[src/design/frp_cfg.svh]
// frp_cfg.svh: offsets, field positions, reset values and sizes for the
// flash region protection block; included by the package and modules.
// assumes a 40 MHz mclk and a classic wishbone register bus.
// Operation
// writes to unmapped or reserved locations are ignored; reads there undefined.
// program array spans global 0x2_0000 to 0x3_FFFF, 128 KB.
// three regions: lower from 0x3_8000 up, higher from 0x3_FFFF down, rest.
// eight-byte backdoor key sits at 0x3_FF00 to 0x3_FF07.
// guard bytes at 0x3_FF0C/0D, option at 0x3_FF0E, security at 0x3_FF0F.
// software programs 0x3_FF08..0F in one sequence; reserved bytes as 0xFF.
// program guard writes only take effect when protection grows.
// program guard loads from byte 0x3_FF0C during reset sequence.
// double-bit fault on that load: sense clear, all other bits set.
// data guard fault at load: control clear, size bits all set.
// program/erase on protected program address refused, violation flag set.
// program block erase refused if any of its sectors is protected.
// program/erase on protected data address refused, same flag set.
// data block erase refused if any data sector is protected.
// bit 7 sense: clear means regions unprotected, set means protected.
// bit 5 disables the higher region when 1.
// higher size bits 4..3 writable only while higher disable set.
// bit 2 disables the lower region when 1.
// lower size bits 1..0 writable only while lower disable set.
// software leaves spare bit 6 erased.
// data guard bit 7: 0 enables size-field protection, 1 disables all.
// data range starts 0x0_4400, length (size+1)*256 bytes.
// higher/lower size encodings held as a configurable lookup.
// combinational protected answer to the sequencer for any query.
`ifndef FRP_CFG_SVH
`define FRP_CFG_SVH
`define FRP_PARR_BASE     18'h2_0000
`define FRP_PARR_TOP      18'h3_FFFF
`define FRP_LOW_BASE      18'h3_8000
`define FRP_KEY_ADDR      18'h3_FF00
`define FRP_PGUARD_ADDR   18'h3_FF0C
`define FRP_DGUARD_ADDR   18'h3_FF0D
`define FRP_OPT_ADDR      18'h3_FF0E
`define FRP_SEC_ADDR      18'h3_FF0F
`define FRP_DARR_BASE     18'h0_4400
`define FRP_DARR_TOP      18'h0_53FF
`define FRP_DSIZE_SHIFT   8
// register word offsets (byte addresses)
`define FRP_REG_PGUARD    5'h00
`define FRP_REG_DGUARD    5'h04
`define FRP_REG_STATUS    5'h08
`define FRP_REG_SEC       5'h0C
`define FRP_REG_OPT       5'h10
// field positions
`define FRP_PG_SENSE      7
`define FRP_PG_SPARE      6
`define FRP_PG_HDIS       5
`define FRP_PG_LDIS       2
`define FRP_DG_CTRL       7
`define FRP_ST_VIOL       5
// fault load values
`define FRP_PG_FAULT      8'h7F
`define FRP_DG_FAULT      8'h0F
// region sizes in bytes, index = size code (lookup, plain defaults)
`define FRP_HSIZE_0       18'h0_0800
`define FRP_HSIZE_1       18'h0_1000
`define FRP_HSIZE_2       18'h0_2000
`define FRP_HSIZE_3       18'h0_4000
`define FRP_LSIZE_0       18'h0_0400
`define FRP_LSIZE_1       18'h0_0800
`define FRP_LSIZE_2       18'h0_1000
`define FRP_LSIZE_3       18'h0_2000
`endif

[src/design/frp_pkg.sv]
// frp_pkg: types for the flash region protection block.
// assumes frp_cfg.svh is on the include path.
`include "frp_cfg.svh"
package frp_pkg;
  typedef enum logic [3:0] {
    FRP_LD_PG   = 4'b0001,
    FRP_LD_DG   = 4'b0010,
    FRP_LD_REST = 4'b0100,
    FRP_RUN     = 4'b1000
  } frp_load_t;
  typedef enum logic [1:0] {
    FRP_OP_PROG  = 2'b00,
    FRP_OP_SECT  = 2'b01,
    FRP_OP_BLOCK = 2'b10
  } frp_op_t;
endpackage : frp_pkg

[src/design/frp_top.sv]
// frp_top: program/data array protection registers, reset load from the
// configuration field, sequencer protection query and violation flag.
// assumes a classic wishbone master and a config reader that answers
// one read request per cycle with data and a double-bit fault flag.
//
// Implementation choices: the Wishbone register port and the register offsets.
`timescale 1ns/10ps
`default_nettype none
`include "frp_cfg.svh"
module frp_top
  import frp_pkg::*;
(
  input  wire logic        mclk,
  input  wire logic        reset_n,
  // classic wishbone slave
  input  wire logic        wb_cyc_i,
  input  wire logic        wb_stb_i,
  input  wire logic        wb_we_i,
  input  wire logic [4:0]  wb_adr_i,
  input  wire logic [3:0]  wb_sel_i,
  input  wire logic [31:0] wb_dat_i,
  output logic [31:0]      wb_dat_o,
  output logic             wb_ack_o,
  // configuration field reader
  output logic             cfg_rd_q,
  output logic [17:0]      cfg_addr_q,
  input  wire logic        cfg_valid,
  input  wire logic [7:0]  cfg_data,
  input  wire logic        cfg_dbl_fault,
  // sequencer query
  input  wire logic        seq_query,
  input  wire logic        seq_data_arr,
  input  wire logic [1:0]  seq_op,
  input  wire logic [17:0] seq_addr,
  output logic             seq_prot,
  input  wire logic        seq_launch,
  output logic             load_done_q
);
  frp_load_t   load_q;
  logic [7:0]  pguard_q;
  logic [7:0]  dguard_q;
  logic [7:0]  sec_q;
  logic [7:0]  opt_q;
  logic        viol_q;
  logic [31:0] rdata_d;
  logic        wr_stb;
  logic        rd_stb;
  logic [7:0]  wbyte;
  logic        p_prot;
  logic        d_prot;
  logic        p_hit;
  logic        d_hit;
  logic        blk;
  logic [17:0] d_end;
  logic        pg_grow;
  logic [7:0]  pg_new;

  // bus strobes; one-cycle ack, only first cycle of a request
  assign wr_stb = wb_cyc_i && wb_stb_i && wb_we_i && !wb_ack_o && wb_sel_i[0];
  assign rd_stb = wb_cyc_i && wb_stb_i && !wb_ack_o;
  assign wbyte  = wb_dat_i[7:0];

  // reset-sequence loader walks guard bytes then option/security
  always_ff @(posedge mclk or negedge reset_n) begin
    if (!reset_n) begin
      load_q      <= FRP_LD_PG;
      cfg_rd_q    <= 1'b0;
      cfg_addr_q  <= 18'h0_0000;
      load_done_q <= 1'b0;
    end else begin
      unique case (load_q)
        FRP_LD_PG: begin
          cfg_rd_q   <= 1'b1;
          cfg_addr_q <= `FRP_PGUARD_ADDR;
          if (cfg_valid && cfg_rd_q) begin
            load_q     <= FRP_LD_DG;
            cfg_addr_q <= `FRP_DGUARD_ADDR;
          end
        end
        FRP_LD_DG: begin
          if (cfg_valid) begin
            load_q     <= FRP_LD_REST;
            cfg_addr_q <= `FRP_OPT_ADDR;
          end
        end
        // option byte first, then security byte
        FRP_LD_REST: begin
          if (cfg_valid && cfg_addr_q == `FRP_OPT_ADDR) begin
            cfg_addr_q <= `FRP_SEC_ADDR;
          end else if (cfg_valid) begin
            load_q      <= FRP_RUN;
            cfg_rd_q    <= 1'b0;
            load_done_q <= 1'b1;
          end
        end
        FRP_RUN: begin
          cfg_rd_q <= 1'b0;
        end
      endcase
    end
  end

  // program guard: accept only writes that keep or grow protection
  always_comb begin
    pg_new = pguard_q;
    pg_new[`FRP_PG_SENSE] = wbyte[`FRP_PG_SENSE];
    pg_new[`FRP_PG_HDIS]  = wbyte[`FRP_PG_HDIS];
    pg_new[`FRP_PG_LDIS]  = wbyte[`FRP_PG_LDIS];
    if (pguard_q[`FRP_PG_HDIS]) begin
      pg_new[4:3] = wbyte[4:3];
    end
    if (pguard_q[`FRP_PG_LDIS]) begin
      pg_new[1:0] = wbyte[1:0];
    end
    pg_grow = pg_ok(pguard_q, pg_new);
  end

  // growth check: open-to-protected sense always shrinks, so never;
  // protected-to-open only when no old region meets a new window
  function automatic logic pg_ok(input logic [7:0] o, input logic [7:0] n);
    logic ok;
    ok = 1'b1;
    if (o[`FRP_PG_SENSE] != n[`FRP_PG_SENSE]) begin
      ok = n[`FRP_PG_SENSE] ? 1'b0 : ((o[5] || n[5]) && (o[2] || n[2]));
    end
    if (n[`FRP_PG_SENSE] && o[`FRP_PG_SENSE]) begin
      if (n[5] && !o[5]) ok = 1'b0;
      if (n[2] && !o[2]) ok = 1'b0;
      if (!o[5] && n[4:3] < o[4:3]) ok = 1'b0;
      if (!o[2] && n[1:0] < o[1:0]) ok = 1'b0;
    end else if (!n[`FRP_PG_SENSE] && !o[`FRP_PG_SENSE]) begin
      if (!n[5] && o[5]) ok = 1'b0;
      if (!n[2] && o[2]) ok = 1'b0;
      if (!o[5] && n[4:3] > o[4:3]) ok = 1'b0;
      if (!o[2] && n[1:0] > o[1:0]) ok = 1'b0;
    end
    return ok;
  endfunction : pg_ok

  // program guard register; load at reset sequence, fault fully protects
  always_ff @(posedge mclk or negedge reset_n) begin
    if (!reset_n) begin
      pguard_q <= `FRP_PG_FAULT;
    end else if (load_q == FRP_LD_PG && cfg_valid && cfg_rd_q) begin
      pguard_q <= cfg_dbl_fault ? `FRP_PG_FAULT : cfg_data;
    end else if (load_q == FRP_RUN && wr_stb &&
                 wb_adr_i == `FRP_REG_PGUARD && pg_grow) begin
      pguard_q <= pg_new;
    end
  end

  // data guard register; writes only grow protection as well
  always_ff @(posedge mclk or negedge reset_n) begin
    if (!reset_n) begin
      dguard_q <= `FRP_DG_FAULT;
    end else if (load_q == FRP_LD_DG && cfg_valid) begin
      dguard_q <= cfg_dbl_fault ? `FRP_DG_FAULT : cfg_data;
    end else if (load_q == FRP_RUN && wr_stb &&
                 wb_adr_i == `FRP_REG_DGUARD) begin
      if (dguard_q[`FRP_DG_CTRL]) begin
        dguard_q <= {wbyte[7], 3'b000, wbyte[3:0]};
      end else if (!wbyte[7] && wbyte[3:0] >= dguard_q[3:0]) begin
        dguard_q <= {1'b0, 3'b000, wbyte[3:0]};
      end
    end
  end

  // security and option copies loaded with the rest of the field
  always_ff @(posedge mclk or negedge reset_n) begin
    if (!reset_n) begin
      sec_q <= 8'hFF;
      opt_q <= 8'hFF;
    end else if (load_q == FRP_LD_REST && cfg_valid &&
                 cfg_addr_q == `FRP_OPT_ADDR) begin
      opt_q <= cfg_data;
    end else if (load_q == FRP_LD_REST && cfg_valid) begin
      sec_q <= cfg_data;
    end
  end

  // address classification; key bytes decode as array addresses
  assign p_hit = (seq_addr >= `FRP_PARR_BASE) && (seq_addr <= `FRP_PARR_TOP);
  assign d_hit = (seq_addr >= `FRP_DARR_BASE) && (seq_addr <= `FRP_DARR_TOP);
  assign blk   = (seq_op == FRP_OP_BLOCK);
  assign d_end = `FRP_DARR_BASE +
                 ({14'h0, dguard_q[3:0]} << `FRP_DSIZE_SHIFT) + 18'h0_00FF;

  frp_pguard_dec u_pdec (
    .guard (pguard_q),
    .addr  (seq_addr),
    .block (blk),
    .prot  (p_prot)
  );

  // data array range protection
  assign d_prot = !dguard_q[`FRP_DG_CTRL] &&
                  (blk || (seq_addr <= d_end));

  // combinational answer; before load completes, everything is protected
  always_comb begin
    if (load_q != FRP_RUN) begin
      seq_prot = 1'b1;
    end else if (seq_data_arr) begin
      seq_prot = d_hit ? d_prot : 1'b1;
    end else begin
      seq_prot = p_hit ? p_prot : 1'b1;
    end
  end

  // violation flag: set by refused launch, cleared by writing 1; set wins
  always_ff @(posedge mclk or negedge reset_n) begin
    if (!reset_n) begin
      viol_q <= 1'b0;
    end else if (seq_launch && seq_query && seq_prot) begin
      viol_q <= 1'b1;
    end else if (wr_stb && wb_adr_i == `FRP_REG_STATUS &&
                 wbyte[`FRP_ST_VIOL]) begin
      viol_q <= 1'b0;
    end
  end

  // read mux; unmapped reads zero, unmapped writes ignored
  always_comb begin
    rdata_d = 32'h0000_0000;
    unique case (wb_adr_i)
      `FRP_REG_PGUARD: rdata_d[7:0] = pguard_q;
      `FRP_REG_DGUARD: rdata_d[7:0] = dguard_q;
      `FRP_REG_STATUS: rdata_d[`FRP_ST_VIOL] = viol_q;
      `FRP_REG_SEC:    rdata_d[7:0] = sec_q;
      `FRP_REG_OPT:    rdata_d[7:0] = opt_q;
      default:         rdata_d = 32'h0000_0000;
    endcase
  end

  // ack and read data registered; one ack per request
  always_ff @(posedge mclk or negedge reset_n) begin
    if (!reset_n) begin
      wb_ack_o <= 1'b0;
      wb_dat_o <= 32'h0000_0000;
    end else begin
      wb_ack_o <= rd_stb;
      if (rd_stb) begin
        wb_dat_o <= rdata_d;
      end
    end
  end
endmodule : frp_top
`default_nettype wire

[src/design/frp_pguard_dec.sv]
// frp_pguard_dec: program array protection decode for one address.
// assumes a global 18-bit address; purely combinational.
`timescale 1ns/10ps
`default_nettype none
`include "frp_cfg.svh"
module frp_pguard_dec
  import frp_pkg::*;
(
  input  wire logic [7:0]  guard,
  input  wire logic [17:0] addr,
  input  wire logic        block,
  output logic             prot
);
  logic [17:0] hsize;
  logic [17:0] lsize;
  logic        in_h;
  logic        in_l;
  logic        any_h;
  logic        any_l;
  logic        any_rest;
  // size lookup for both regions
  always_comb begin
    unique case (guard[4:3])
      2'd0: hsize = `FRP_HSIZE_0;
      2'd1: hsize = `FRP_HSIZE_1;
      2'd2: hsize = `FRP_HSIZE_2;
      2'd3: hsize = `FRP_HSIZE_3;
    endcase
    unique case (guard[1:0])
      2'd0: lsize = `FRP_LSIZE_0;
      2'd1: lsize = `FRP_LSIZE_1;
      2'd2: lsize = `FRP_LSIZE_2;
      2'd3: lsize = `FRP_LSIZE_3;
    endcase
  end
  // region membership; higher down from top, lower up from base
  assign in_h = !guard[`FRP_PG_HDIS] &&
                (addr > (`FRP_PARR_TOP - hsize));
  assign in_l = !guard[`FRP_PG_LDIS] && (addr >= `FRP_LOW_BASE) &&
                (addr < (`FRP_LOW_BASE + lsize));
  assign any_h = !guard[`FRP_PG_HDIS];
  assign any_l = !guard[`FRP_PG_LDIS];
  // rest of array holds at least one address outside both regions
  assign any_rest = 1'b1;
  // sense bit picks whether regions are the protected set
  always_comb begin
    if (guard[`FRP_PG_SENSE]) begin
      prot = block ? (any_h || any_l) : (in_h || in_l);
    end else begin
      prot = block ? any_rest : !(in_h || in_l);
    end
  end
endmodule : frp_pguard_dec
`default_nettype wire

[config.mk]
export PLATFORM = sky130hd
export DESIGN_NAME = frp_top
export DESIGN_NICKNAME = d
export VERILOG_FILES = /design/src/design/frp_pkg.sv /design/src/design/frp_top.sv /design/src/design/frp_pguard_dec.sv
export VERILOG_INCLUDE_DIRS = /design/src /design/src/design
export SDC_FILE = /design/constraint.sdc
export NUM_CORES = 1
export LEC_CHECK = 0
export BUFFER_PORTS_ARGS = -buffer_cell sky130_fd_sc_hd__buf_4
export CAP_MARGIN = 0
export CORE_MARGIN = 2
export CORE_UTILIZATION = 56
export CTS_BUF_LIST = sky130_fd_sc_hd__clkbuf_8
export DETAILED_ROUTE_END_ITERATION = 6
export PLACE_DENSITY_LB_ADDON = 0.3
export RECOVER_POWER = 25
export SETUP_SLACK_MARGIN = 0.5
export SYNTH_ARGS = -nofsm -noshare
export SYNTH_HDL_FRONTEND = slang
export SYNTH_SLANG_ARGS = --single-unit
[constraint.sdc]
create_clock -name mclk -period 6 [get_ports mclk]
set_clock_uncertainty 0.15 [all_clocks]
set_input_delay 0.6 -clock mclk [delete_from_list [all_inputs] [get_ports mclk]]
set_output_delay 0.6 -clock mclk [all_outputs]
set_load 0.02 [all_outputs]
# Yosys cells after proc, flatten, opt, wreduce, memory -nomap -nowiden
# Index checks and enable logic that the tools add are counted.
dict set report classes {
  add_sub_neg 4
  n_lt_le_gt_ge 13
  eq_ne 23
  muxes 48
  bitwise 2
  n_reduce_logical 67
}
# op n
set op_table {}
lappend op_table {{18-bit one-hot mux with 4 select lines} 2}
lappend op_table {{8-bit 2-to-1 mux} 7}
lappend op_table {{18-bit one-hot mux with 3 select lines} 1}
lappend op_table {{1-bit logical AND} 38}
lappend op_table {{18-bit >= comparator, second input constant} 2}
lappend op_table {{18-bit 2-to-1 mux} 2}
lappend op_table {{1-bit 2-to-1 mux} 24}
lappend op_table {{5-bit one-hot mux with 4 select lines} 1}
lappend op_table {{18-bit adder, first input constant} 1}
lappend op_table {{18-bit == test, second input constant} 1}
lappend op_table {{18-bit by 15-bit >= comparator with 1-bit output, second input constant} 1}
lappend op_table {{18-bit > comparator} 1}
lappend op_table {{18-bit by 15-bit less-or-equal comparator with 1-bit output, second input constant} 1}
lappend op_table {{18-bit by 17-bit less-or-equal comparator with 1-bit output} 1}
lappend op_table {{18-bit less-or-equal comparator, second input constant} 1}
lappend op_table {{18-bit less-than comparator} 1}
lappend op_table {{18-bit subtractor, first input constant} 1}
lappend op_table {{16-bit by 8-bit adder with 17-bit output, second input constant} 1}
lappend op_table {{15-bit by 12-bit adder with 16-bit output, first input constant} 1}
lappend op_table {{4-bit 2-to-1 mux} 4}
lappend op_table {{4-bit one-hot mux with 3 select lines} 1}
lappend op_table {{2-bit == test, second input constant} 5}
lappend op_table {{5-bit by 4-bit == test with 1-bit output, second input constant} 2}
lappend op_table {{2-bit != test, second input constant} 5}
lappend op_table {{27 further kinds} 52}
dict set report totals {
  reg_bits 66
  in_bits 79
  output_inout_bits 54
  elab_cells 170
}

# Depth between registers and ports, before layout
dict set report logic_depth {
  ltp_word 14
  ltp_mapped 10
}

# By module
# A second synthesis with hierarchy kept.
dict set report unflattened {
  cells_unflattened 392
  hier_area_um2 3679.8
}
# module instances cells_each area_per_inst_um2 seq_area_each_um2
set by_module_without_submodules {}
lappend by_module_without_submodules {frp_top 1 358 3417.0 1311.3}
lappend by_module_without_submodules {frp_pguard_dec 1 34 262.8 0.0}

# Worst setup path after synthesis
# OpenSTA, ideal clock, no wires.
dict set report synth_path {
  path_type {flip-flop to output port}
  startpoint {register pguard_q[0]}
  endpoint {output port seq_prot}
  arrival_time_ns 2.100
  setup_slack_ns 3.150
  stages_incl_launch_ff 7
  path_buffers 0
  cell_sequence {dfstp_2 nand2_1 ha_1 a2111oi_0 a311o_1 o211ai_1 o211ai_1}
}
dict set report synth_between {
  elab_chain_len 12
  word_cells_on_any_way 16
}
# element line
set synth_rtl {}
lappend synth_rtl {{from (decl)} frp_top.sv:40} ;# logic [7:0] pguard_q;
lappend synth_rtl {{from (signal assigned)} frp_top.sv:143} ;# pguard_q <= `FRP_PG_FAULT;
lappend synth_rtl {{from (signal assigned)} frp_top.sv:145} ;# pguard_q <= cfg_dbl_fault ? `FRP_PG_FAULT : cfg_data;
lappend synth_rtl {{from (signal assigned)} frp_top.sv:148} ;# pguard_q <= pg_new;
lappend synth_rtl {{2-bit == test (tied with other cells)} frp_pguard_dec.sv:29} ;# unique case (guard[1:0])
lappend synth_rtl {{18-bit one-hot mux with 4 select lines (*)} frp_pguard_dec.sv:29}
lappend synth_rtl {{18-bit adder (no line) (*)} n/a}
lappend synth_rtl {{18-bit less-than comparator (*)} frp_pguard_dec.sv:40} ;# (addr < (`FRP_LOW_BASE + lsize));
lappend synth_rtl {{1-bit logical AND (*)} frp_pguard_dec.sv:39} ;# assign in_l = !guard[`FRP_PG_LDIS] && (addr >= `FRP_LOW_BASE) &&
lappend synth_rtl {{1-bit logical OR (*)} {frp_pguard_dec.sv:48, frp_pguard_dec.sv:50}}
lappend synth_rtl {{1-bit zero test} frp_pguard_dec.sv:50} ;# prot = block ? any_rest : !(in_h || in_l);
lappend synth_rtl {{1-bit 2-to-1 mux} frp_pguard_dec.sv:50}
lappend synth_rtl {{1-bit 2-to-1 mux (*)} frp_pguard_dec.sv:47} ;# if (guard[`FRP_PG_SENSE]) begin
lappend synth_rtl {{1-bit 2-to-1 mux (*)} frp_top.sv:206} ;# seq_prot = p_hit ? p_prot : 1'b1;
lappend synth_rtl {{1-bit 2-to-1 mux (*)} frp_top.sv:203} ;# end else if (seq_data_arr) begin
lappend synth_rtl {{1-bit 2-to-1 mux (*)} frp_top.sv:201} ;# if (load_q != FRP_RUN) begin
lappend synth_rtl {{to (decl)} frp_top.sv:35} ;# output logic seq_prot,
# Mark *: on every way between the ends. The rest lies on a longest branch, timed or not. The select of a mux whose other input is x is not followed.

# Final worst setup path
# Ends and elaborated chain as after synthesis.

==> metrics.md <==
| Metric | Value |
|---|---|
| Share of cells above drive strength 1 | `28.82%` |
| Vias in the first global route | `3,080` |
| Largest net degree at the start of global routing | `52` |
| Post-CTS Resized | `0` |
| Switch Pwr | `168.7 uW` |
| Main flop type after synthesis | `dfstp_2` |
| Crit end category | `output port` |
| Nets | `559` |
| Gate Count Post-Synth | `403` |
| Final ANT Viol Nets | `0` |
| Pins Over Slew Limit | `52` |
| Synth unique cells | `59` |
| Hold Fails Final Rpt | `0` |
| Clk_lat worst skew | `300 ps` |
| Failing checks | `max-capacitance violations, max-slew violations` |
| CTS Hold Bufs | `0` |
| Initial antenna violation count | `0` |
| Int Power | `491.7 uW` |
| Root Buffer | `clkbuf_8` |
| Fill cells | `533` |
| CTS tree | `done` |
| Max Cap Violations | `1` |
| Residual DRC | `0` |
| Switching share of power | `25.55%` |
| Seq cells post-synth | `51` |
| Post-CTS setup buffers | `0` |
| Async set or reset register ratio after synthesis | `100.0%` |
| Worst-margin pin slew | `2594 ps` |
| CP arrival | `2740 ps` |
| Count leader, synth | `nand2_1` |
| Synth top area share | `19.93%` |
| Power per cell area | `158.2 mW/mm^2` |
| Register area share after synthesis | `35.51%` |
| Crit share post-route | `58.10%` |
| Max VDD drop | `0.1275 mV` |
| First-pass GRT wire length | `14,530 um` |
| Initial Util | `58.15%` |
| Kind of critical path | `register to output port` |
| Initial drt markers | `318` |
| H-tree Lvls | `2` |
| Drt wl/cell | `16.69 um` |
| WL final | `8931 um` |
| Setup TNS | `0 ps` |
| I/O Pins | `133` |
| Die Wd | `85.20 um` |
| Final setup fails | `0` |
| Avg Cell Area, Syn | `9.162 sq um` |
| Routed vias/inst | `6.067` |
| Clk sinks | `51` |
| FMAX | `0.2869 GHz` |
| DP Wirelength | `6749 um` |
| Vias | `3,246` |
| Critical path launch point type | `register` |
| Cell Area, Synth | `0.003692 sq mm` |
| Cell taking the most area after synthesis | `dfstp_2` |
| Worst min path class | `register to register` |
| Pre-antenna DRT Iters | `5` |
| CP required | `5250 ps` |
| Clk pwr share | `31.9%` |
| Critical Path Fanout Max | `8` |
| Area delta synth->final | `13.05%` |
| Sequential share of power | `53.3%` |
| Core area | `0.006350 sq mm` |
| Number of flops mapped to enable cells by yosys | `0` |
| Global-route total usage across every layer | `24.71%` |
| Post-layout min period | `3486 ps` |
| Most frequent cells after synthesis | `47 x nand2_1, 40 x buf_4, 30 x o21ai_0, 28 x dfstp_2` |
| RSZ-0062 raised after global routing | `no` |
| Power after layout | `660.5 uW` |
| Longest Clk Path Bufs | `2` |
| Clk slew on worst S/H paths | `90 ps` |
| LEAKAGE | `0.001848 uW` |
| IO Port Bufs | `76` |
| Synth warn | `0` |
| Ant diodes | `0` |
| Status | `complete, but fails checks` |
| Die H | `85.20 um` |
| CTS Buf Count | `5` |
| Die area | `0.007259 sq mm` |
| GPL Wtd Cong | `0.9006` |
| Comb pwr share | `14.8%` |
| Congestion Overflow GR | `0` |
| Top post-synthesis cells by area | `dfstp_2 20%, dfrtp_1 16%, buf_4 8.1%` |
| Max-slew headroom | `-72.91%` |
| Core Rows | `29` |
-- state kept, by name, summed over array words and instances (netlist names) --
signal,count
load_q,4
cfg_addr_q,3
dguard_q,8
wb_ack_o,1
sec_q,8
viol_q,1
wb_dat_o,8
pguard_q,8
opt_q,8
cfg_rd_q,1
load_done_q,1
-- stage by stage --
step	hold WS (ps)	worst slack [ps]	std cells	utilization [%]	cell area, sq um
after global placement	298.1	2818	527	64.22	4078
after detailed placement	316.2	2813	527	64.22	4078
after global routing	352.0	2349	535	65.73	4174
after CTS	185.8	2537	535	65.79	4178
final	332.1	2514	535	65.73	4174
after floorplan	154.4	3150	430	-	3794
-- layout make-up --
cell class,instances,area (sq um),area share [%]
clock buffers,7,96.34,2.308
clock inverters,1,3.754,0.08993
inverters,18,67.56,1.619
multi-input cells,305,2032,48.68
flip-flops and latches,51,1311,31.41
well taps,77,96.34,2.308
repair buffers,76,566.8,13.58
-- final timing paths --
check	endpoint	slack, ps	cells after the start	from
setup / recovery	seq_prot	2510	7	pguard_q[0]$_DFFE_PN1P_
hold / removal	pguard_q[6]$_DFFE_PN1P_	330	2	pguard_q[6]$_DFFE_PN1P_
setup reg to reg	pguard_q[1]$_DFFE_PN1P_	3290	8	pguard_q[4]$_DFFE_PN1P_
hold reg to reg	pguard_q[6]$_DFFE_PN1P_	330	2	pguard_q[6]$_DFFE_PN1P_
max in group asynchronous	cfg_addr_q[0]$_DFFE_PN0P_	3280	1	reset_n
min in group asynchronous	viol_q$_DFFE_PN0P_	950	1	reset_n
-- cells by family (layout without fill, tap and decap cells) --
logic type / after synthesis / after routing / synth area share [%]
AOI/OAI and AO/OA: 102 / 102 / 19.38
DFF: 51 / 51 / 35.51
xor gates and xnor gates: 1 / 1 / 0.2373
and+or+nand+nor: 137 / 137 / 20.20
adders and majority gates: 23 / 23 / 7.794
muxes: 14 / 14 / 4.575
other: 1 / 28 / 0.1016
buffers and inverters: 74 / 102 / 12.20
-- power groups by stage --
stage,Sequential [uW],Clock (uW),Combinational [uW]
6_report,352,211,97.8
5_1_grt,352,228,108
4_1_cts,352,212,97.3
3_5_place_dp,358,0,97.0
3_3_place_gp,357,0,94.2
2_1_floorplan,358,0,60.5
-- worst max-delay path, stage by stage, from the launching register on --
cell       delay [ps]
dfstp_2           620
nand2_1            80
ha_1              290
a2111oi_0         690
a311o_1           290
o211ai_1          110
o211ai_1          180
buf_4             170
-- placed cells by master (no fill, tap or decap), types with 11 or more instances in the layout --
cell type	netlist	final
nand2b_1	12	12
dfrtp_1	23	23
a21oi_1	11	11
a31oi_1	11	11
buf_4	40	75
ha_1	23	23
nand2_1	47	47
conb_1	1	28
dfstp_2	28	28
nor2_1	13	13
o21ai_0	30	30
inv_1	18	19
-- layer usage --
metal	wire, um	track usage (%)	up-vias
met5	0	0	-
met4	134	6.782	0
met3	770	4.183	15
met2	4215	39.99	152
met1	3811	34.46	1559
li1	-	-	1520
Power figures use the tool's default switching activity.
